<file path="src/logic/ccrsd_pkg.sv">
// Constants and types for the clock ratio strap decoder
`default_nettype none
package ccrsd_pkg;
    // ****************************************
    // Ratio codes, printed bit order left to right = bit 5 down to 0
    // ****************************************
    localparam int        CCRSD_CODE_W    = 6;
    localparam logic [5:0] CCRSD_CODE_2X   = 6'h10;
    localparam logic [5:0] CCRSD_CODE_3X   = 6'h20;
    localparam logic [5:0] CCRSD_CODE_4X   = 6'h28;
    localparam logic [5:0] CCRSD_CODE_5X   = 6'h2c;
    localparam logic [5:0] CCRSD_CODE_5P5X = 6'h24;
    localparam logic [5:0] CCRSD_CODE_6X   = 6'h34;
    localparam logic [5:0] CCRSD_CODE_6P5X = 6'h14;
    localparam logic [5:0] CCRSD_CODE_7X   = 6'h08;
    localparam logic [5:0] CCRSD_CODE_7P5X = 6'h04;
    localparam logic [5:0] CCRSD_CODE_8X   = 6'h30;
    localparam logic [5:0] CCRSD_CODE_8P5X = 6'h18;
    localparam logic [5:0] CCRSD_CODE_9X   = 6'h1e;
    localparam logic [5:0] CCRSD_CODE_9P5X = 6'h1c;
    localparam logic [5:0] CCRSD_CODE_10X  = 6'h2a;
    localparam logic [5:0] CCRSD_CODE_10P5X = 6'h22;

    // ****************************************
    // Multipliers in half steps, and fixed values
    // ****************************************
    localparam logic [4:0] CCRSD_HALF_NONE = 5'h00;
    localparam logic [3:0] CCRSD_VCO_MULT  = 4'h1;
    localparam logic [1:0] CCRSD_STRAP_OFF = 2'h0;
    localparam logic [5:0] CCRSD_RST_CODE  = 6'h00;
    localparam logic [1:0] CCRSD_RST_STRAP = 2'h3;
    localparam logic       CCRSD_RST_PROTO = 1'b0;

    typedef enum logic [1:0] {
        CCRSD_STEP_NONE,
        CCRSD_STEP_HALF,
        CCRSD_STEP_QUARTER
    } ccrsd_step_type;

    typedef struct packed {
        logic [4:0]     mult_x2;
        logic           valid;
    } ccrsd_ratio_type;

    // Code to bus-to-core multiplier, counted in halves
    function automatic ccrsd_ratio_type ccrsd_decode(input logic [5:0] code);
        ccrsd_ratio_type r;
        r.valid = 1'b1;
        unique case (code)
            CCRSD_CODE_2X:    r.mult_x2 = 5'h04;
            CCRSD_CODE_3X:    r.mult_x2 = 5'h06;
            CCRSD_CODE_4X:    r.mult_x2 = 5'h08;
            CCRSD_CODE_5X:    r.mult_x2 = 5'h0a;
            CCRSD_CODE_5P5X:  r.mult_x2 = 5'h0b;
            CCRSD_CODE_6X:    r.mult_x2 = 5'h0c;
            CCRSD_CODE_6P5X:  r.mult_x2 = 5'h0d;
            CCRSD_CODE_7X:    r.mult_x2 = 5'h0e;
            CCRSD_CODE_7P5X:  r.mult_x2 = 5'h0f;
            CCRSD_CODE_8X:    r.mult_x2 = 5'h10;
            CCRSD_CODE_8P5X:  r.mult_x2 = 5'h11;
            CCRSD_CODE_9X:    r.mult_x2 = 5'h12;
            CCRSD_CODE_9P5X:  r.mult_x2 = 5'h13;
            CCRSD_CODE_10X:   r.mult_x2 = 5'h14;
            CCRSD_CODE_10P5X: r.mult_x2 = 5'h15;
            default: begin
                r.mult_x2 = CCRSD_HALF_NONE;
                r.valid   = 1'b0;
            end
        endcase
        return r;
    endfunction
endpackage
`default_nettype wire

</file>
<file path="src/logic/ccrsd_perf_counter.sv">
// External performance event counter
`default_nettype none
module ccrsd_perf_counter import ccrsd_pkg::*; #(
    parameter int COUNT_W = 32
) (
    // Clock and reset
    input  wire logic               core_clk,
    input  wire logic               rst_sync_n,
    // Event and control
    input  wire logic               event_level,
    input  wire logic               count_enable,
    input  wire logic               count_clear,
    // Result
    output logic [COUNT_W-1:0]      count
);
    if (COUNT_W < 1 || COUNT_W > 64) begin : g_bad_width
        $error("COUNT_W out of range");
    end

    typedef struct packed {
        logic [COUNT_W-1:0] count;
        logic               prev;
    } ccrsd_cnt_state_type;

    ccrsd_cnt_state_type st;
    ccrsd_cnt_state_type next_st;
    logic                event_edge;

    assign event_edge = event_level && !st.prev;

    always_comb begin
        next_st      = st;
        next_st.prev = event_level;
        if (count_clear) begin
            next_st.count = '0;
        end else if (event_edge && count_enable) begin
            next_st.count = st.count + 1'b1;
        end
    end

    always_ff @(posedge core_clk or negedge rst_sync_n) begin
        if (!rst_sync_n) begin
            st <= '0;
        end else begin
            st <= next_st;
        end
    end

    assign count = st.count;
endmodule
`default_nettype wire

</file>
<file path="src/logic/ccrsd_top.sv">
// Strap decoder: bus-to-core ratio, step-down, bus protocol, perf event
// ****************************************
// Overview of operation
// - Core clock is bus clock times decoded ratio; core-to-oscillator multiplier always 1x.
// - Codes 010000,100000,101000,101100,100100 give 2x,3x,4x,5x,5.5x.
// - Step-down halves or quarters the chosen multiplier, lowering core clock.
// - Both step-down straps low at hard reset lock step-down off despite software, until a logic reset or the next hard reset.
// - Protocol pin sampled at hard reset release: high multiplexed, low legacy.
// - External perf event input counts only when software enables it.
// ****************************************
`default_nettype none
module ccrsd_top import ccrsd_pkg::*; #(
    parameter int PERF_COUNT_W = 32
) (
    // Clock and reset
    input  wire logic                   core_clk,
    input  wire logic                   rstn,
    // Straps and reset from the board
    input  wire logic                   hard_reset_in_n,
    input  wire logic [5:0]             ratio_code,
    input  wire logic [1:0]             freq_step_down_strap,
    input  wire logic                   bus_mode_sel,
    input  wire logic                   perf_event_in_n,
    // Software controls
    input  wire logic                   sw_step_down_half,
    input  wire logic                   sw_step_down_quarter,
    input  wire logic                   sw_perf_enable,
    input  wire logic                   sw_perf_clear,
    // Decoded clock settings
    output logic [4:0]                  mult_x2,
    output logic                        ratio_valid,
    output logic [3:0]                  core_vco_mult,
    output logic                        step_down_allowed,
    output ccrsd_step_type              step_mode,
    output logic [6:0]                  eff_mult_x8,
    // Bus protocol and performance count
    output logic                        multiplexed_bus_protocol,
    output logic [PERF_COUNT_W-1:0]     perf_count
);
    if (PERF_COUNT_W < 1 || PERF_COUNT_W > 64) begin : g_bad_width
        $error("PERF_COUNT_W out of range");
    end

    // ****************************************
    // Reset release
    // ****************************************
    logic [1:0] rst_pipe;
    logic       rst_sync_n;

    always_ff @(posedge core_clk or negedge rstn) begin
        if (!rstn) begin
            rst_pipe <= 2'b00;
        end else begin
            rst_pipe <= {rst_pipe[0], 1'b1};
        end
    end
    assign rst_sync_n = rst_pipe[1];

    // ****************************************
    // State
    // ****************************************
    typedef struct packed {
        logic [5:0]     code;
        logic [1:0]     strap;
        logic           hr_prev;
        logic           proto;
        logic [4:0]     mult_x2;
        logic           valid;
        ccrsd_step_type mode;
        logic [6:0]     eff;
    } ccrsd_state_type;

    ccrsd_state_type st;
    ccrsd_state_type next_st;
    ccrsd_ratio_type dec;

    always_comb begin
        next_st         = st;
        next_st.hr_prev = hard_reset_in_n;
        // Straps follow the pins only while hard reset is low
        if (!hard_reset_in_n) begin
            next_st.code  = ratio_code;
            next_st.strap = freq_step_down_strap;
        end
        // Only the release edge counts; later pin motion is ignored
        if (hard_reset_in_n && !st.hr_prev) begin
            next_st.proto = bus_mode_sel;
        end
        dec             = ccrsd_decode(next_st.code);
        next_st.mult_x2 = dec.mult_x2;
        next_st.valid   = dec.valid;
        // Straps both low override any software request
        if (next_st.strap == CCRSD_STRAP_OFF) begin
            next_st.mode = CCRSD_STEP_NONE;
        end else if (sw_step_down_quarter) begin
            next_st.mode = CCRSD_STEP_QUARTER;
        end else if (sw_step_down_half) begin
            next_st.mode = CCRSD_STEP_HALF;
        end else begin
            next_st.mode = CCRSD_STEP_NONE;
        end
        // Eighths keep 10.5x / 4 exact
        unique case (next_st.mode)
            CCRSD_STEP_HALF:    next_st.eff = {1'b0, dec.mult_x2, 1'b0};
            CCRSD_STEP_QUARTER: next_st.eff = {2'b00, dec.mult_x2};
            default:            next_st.eff = {dec.mult_x2, 2'b00};
        endcase
    end

    always_ff @(posedge core_clk or negedge rst_sync_n) begin
        if (!rst_sync_n) begin
            st.code    <= CCRSD_RST_CODE;
            st.strap   <= CCRSD_RST_STRAP;
            // Idle pin level, so no false release edge follows a logic reset
            st.hr_prev <= 1'b1;
            st.proto   <= CCRSD_RST_PROTO;
            st.mult_x2 <= CCRSD_HALF_NONE;
            st.valid   <= 1'b0;
            st.mode    <= CCRSD_STEP_NONE;
            st.eff     <= 7'h00;
        end else begin
            st <= next_st;
        end
    end

    assign mult_x2                  = st.mult_x2;
    assign ratio_valid              = st.valid;
    assign core_vco_mult            = CCRSD_VCO_MULT;
    assign step_down_allowed        = st.strap != CCRSD_STRAP_OFF;
    assign step_mode                = st.mode;
    assign eff_mult_x8              = st.eff;
    assign multiplexed_bus_protocol = st.proto;

    // ****************************************
    // Performance event
    // ****************************************
    ccrsd_perf_counter #(
        .COUNT_W     (PERF_COUNT_W)
    ) u_perf (
        .core_clk    (core_clk),
        .rst_sync_n  (rst_sync_n),
        .event_level (!perf_event_in_n),
        .count_enable(sw_perf_enable),
        .count_clear (sw_perf_clear),
        .count       (perf_count)
    );
endmodule
`default_nettype wire

</file>
<file path="config.mk">
export PLATFORM = sky130hd
export DESIGN_NAME = ccrsd_top
export DESIGN_NICKNAME = d
export VERILOG_FILES = /design/src/logic/ccrsd_pkg.sv /design/src/logic/ccrsd_perf_counter.sv /design/src/logic/ccrsd_top.sv
export SDC_FILE = /design/constraint.sdc
export NUM_CORES = 1
export LEC_CHECK = 0
export BUFFER_PORTS_ARGS = -buffer_cell sky130_fd_sc_hd__buf_2
export CORE_MARGIN = 2
export CORE_UTILIZATION = 25
export CTS_CLUSTER_SIZE = 20
export DETAILED_ROUTE_END_ITERATION = 12
export SLEW_MARGIN = 15
export SYNTH_ARGS = -nofsm -noshare
export SYNTH_HDL_FRONTEND = slang
export SYNTH_SLANG_ARGS = --single-unit
</file>
<file path="constraint.sdc">
create_clock -name core_clk -period 1.7 [get_ports core_clk]
set_input_delay 0.34 -clock core_clk [delete_from_list [all_inputs] [get_ports core_clk]]
set_output_delay 0.34 -clock core_clk [all_outputs]
set_load 0.01 [all_outputs]
</file>
==> results.yml <==
synth:
  synth-edff-count: 0
  avgSynthCellArea_um2: 9.75
  ys.flop_type: "dfrtp_1"
  async_flop_share: 1.00
  ys_ff_latch: 60
  syn_inst: 344
  synth_cell_types: 57
  ys_seq_area_frac: 0.449
  ys_warn_count: 0
  netlist_area_um2: 3350
  netlist.area_leader.share: 0.425
  synthTopCellsByArea: "dfrtp_1 (43%), buf_4 (11%), xnor2_1 (3.9%), nor2_1 (3.5%), dfstp_2 (2.3%)"
  yosysTopAreaCell: "dfrtp_1"
worst_setup_path:
  end_kind: "flip-flop"
  critPathArrivalTime_ns: 2.03
  r2r-start: "u_perf.st[0]$_DFF_PN0_"
  cp.required_ns: 1.96
  ff2ff_path_depth: 5
  reg2reg_slack_ns: -0.06
  cp-start-kind: "flip-flop"
  cp_max_fo: 3
  critical_path_class: "flip-flop to flip-flop"
  r2r-end: "u_perf.count[27]$_DFFE_PN0P_"
cells_and_area:
  drive_above_1_share: 0.493
  final_util: 0.353
  postLayoutCellArea_um2: 4660
  fillerInstances: 1321
  fin_cells: 620
  antenna_cells: 0
  fin_nets: 459
  final_common_cell: "buf_4"
  syn_to_final_growth_pct: 38.9
  final_cell_mix: "buf_4 (69), buf_2 (64), dfrtp_1 (56)"
routing:
  ant_nets: 0
  drc: 0
  wl_um: 8570
  vias_per_cell: 4.48
  wire_per_inst_um: 13.8
  drtIter0Drc: 77
  routed-via-count: 2780
  drt-pass1-iter-count: 4
global_route:
  grt_pass1_wl_um: 13900
  grt_max_degree: 35
  grt_pass1_vias: 2835
  grt_util_met1: 0.147
  grt.total_usage: 0.123
  grt_antenna_before_repair: 0
  top_usage_layer: "met2"
  use_met2: 0.208
  overflow: 0
  met3_usage: 0.0361
place:
  dpl_cell_area_um2: 4050
  preCtsSetupSlack_ns: -0.317
  hpwl_um: 5830
  gp_congestion: 0.847
  port_buffers: 65
  place_inst: 598
sta:
  min_period_ns: 1.76
  finClkSkew_ns: 0.00561
  rsz0062_at_grt: "true"
  fin_crit_sh: 1.04
  fin_ws_ns: -0.0646
  fmax_mhz: 567
  hold_viol: 0
  slew_viol_final: 0
  setup_viol: 9
clock_network:
  cts_max_level: 3
  cts_tree: "done"
  clock-sinks: 60
  clk_pin_slew_ns: 0.06
  clock_latency_ns: 0.33
  cts_buffer_depth: 2
  cts_buffers: 9
  clockRootBuffer: "clkbuf_16"
min_path:
  hold_path.class: "input pin to flip-flop"
  min_path_cells: 2
  whs_endpoint: "u_perf.st[0]$_DFF_PN0_"
  hold_path.startpoint: "perf_event_in_n"
run_status:
  violations: "setup timing"
  status: "complete, but fails checks"
power_and_ir_drop:
  worst_ir_drop_vdd_uv: 613
  total_leakage_power_nw: 2.22
  total_power_mw: 4.11
  powerDensity_nw_per_um2: 883
floorplanning:
  fp.dieH_um: 120
  initial_core_util: 0.254
  die_x_um: 120
  num_io_pins: 70
  dieArea_um2: 14400
  core_um2: 13200
  num_rows: 42
job:
  cap_viol_max_count: 0
[what timing repair did]
item | CTS | global route
endpoints found under the setup margin | 18 | 32
buffers inserted | 3 | 1
hold endpoints to repair | 2 | 0
gates cloned | 1 | 0
hold buffers | 1 | 0
pin swaps | 15 | 17
gates resized for setup | 21 | 30
[metal layers]
layer | share of wire | wire [um]
met2 | 0.50 | 4320
met3 | 0.053 | 456
met1 | 0.43 | 3660
met5 | 0 | 0
met4 | 0.015 | 130
[worst max-delay path by stage]
stage / from / endpoint / slack [ns] / cells after the start
6_report: u_perf.st[0]$_DFF_PN0_ / u_perf.count[27]$_DFFE_PN0P_ / -0.06 / 5
5_1_grt: u_perf.st[0]$_DFF_PN0_ / u_perf.count[24]$_DFFE_PN0P_ / -0.14 / 7
4_1_cts: u_perf.st[0]$_DFF_PN0_ / u_perf.count[14]$_DFFE_PN0P_ / -0.11 / 6
3_5_place_dp: hard_reset_in_n / eff_mult_x8[2]$_DFF_PN0_ / -0.32 / 7
3_3_place_gp: hard_reset_in_n / eff_mult_x8[5]$_DFF_PN0_ / -0.27 / 8
2_1_floorplan: hard_reset_in_n / eff_mult_x8[5]$_DFF_PN0_ / -0.1 / 8
[kinds of logic after synthesis]
group / synth area share
adder cells (fa/ha/maj): 0.0145
AO/OA/AOI/OAI: 0.0970
buffers and inverters: 0.149
flip-flops: 0.449
AND/OR/NAND/NOR: 0.189
other: 0.00224
XOR/XNOR: 0.0522
multiplexers: 0.0474
[sequential cells by signal, indices dropped and copies added, names as in the netlist]
register and cells:
st 9, mult_x2 5, step_mode 2, u_perf.count 32
u_perf.st 1, ratio_valid 1, multiplexed_bus_protocol 1, rst_pipe 2
eff_mult_x8 7
[per-stage QoR]
stage          hold slack, ns  TNS, ns
5_1_grt                 0.200    -2.13
3_3_place_gp            0.129    -4.14
3_5_place_dp            0.130    -4.90
6_report                0.200   -0.225
2_1_floorplan          0.0444   -0.357
4_1_cts                 0.188   -0.768
[synthesized netlist by cell type, types with 2 or more instances]
master / number
a31oi_1: 2
or3_1: 8
nor3_1: 10
nor2b_1: 5
and2_1: 4
xnor2_1: 15
dfrtp_1: 57
nor4_1: 4
a32oi_1: 2
and4_1: 2
mux2_2: 5
inv_1: 16
mux2i_2: 2
xor2_1: 5
conb_1: 2
mux2i_1: 3
a21oi_1: 14
buf_4: 51
nor2_1: 31
mux2i_4: 2
nand3_1: 15
or2_2: 2
inv_2: 3
and3_1: 5
nand4_1: 5
o211ai_1: 4
ha_1: 3
buf_6: 2
nand2_1: 18
o21ai_0: 15
clkbuf_1: 4
dfstp_2: 3
[report_power, final]
| part | switching [mW] | internal, mW | total [mW] |
|---|---|---|---|
| Sequential | 0.0318 | 1.50 | 1.53 |
| Combinational | 0.317 | 0.269 | 0.586 |
| Clock | 0.677 | 1.32 | 2.00 |
[area by class of cell]
cell class,count,area [um2],share of cell area
multi-input cells,209,1610,0.345
well taps,176,220,0.0473
inverters,19,76.3,0.0164
clock buffers,10,239,0.0513
repair buffers,140,921,0.198
clock inverters,6,87.6,0.0188
flip-flops and latches,60,1510,0.323
[worst max-delay path, stage by stage, from the launching register on]
cell and delay, ns:
dfrtp_1 0.39, nor3b_4 0.30, o2111ai_4 0.16, or2_4 0.29, or4_4 0.42, a21oi_2 0.14
Power figures use the tool's default switching activity.
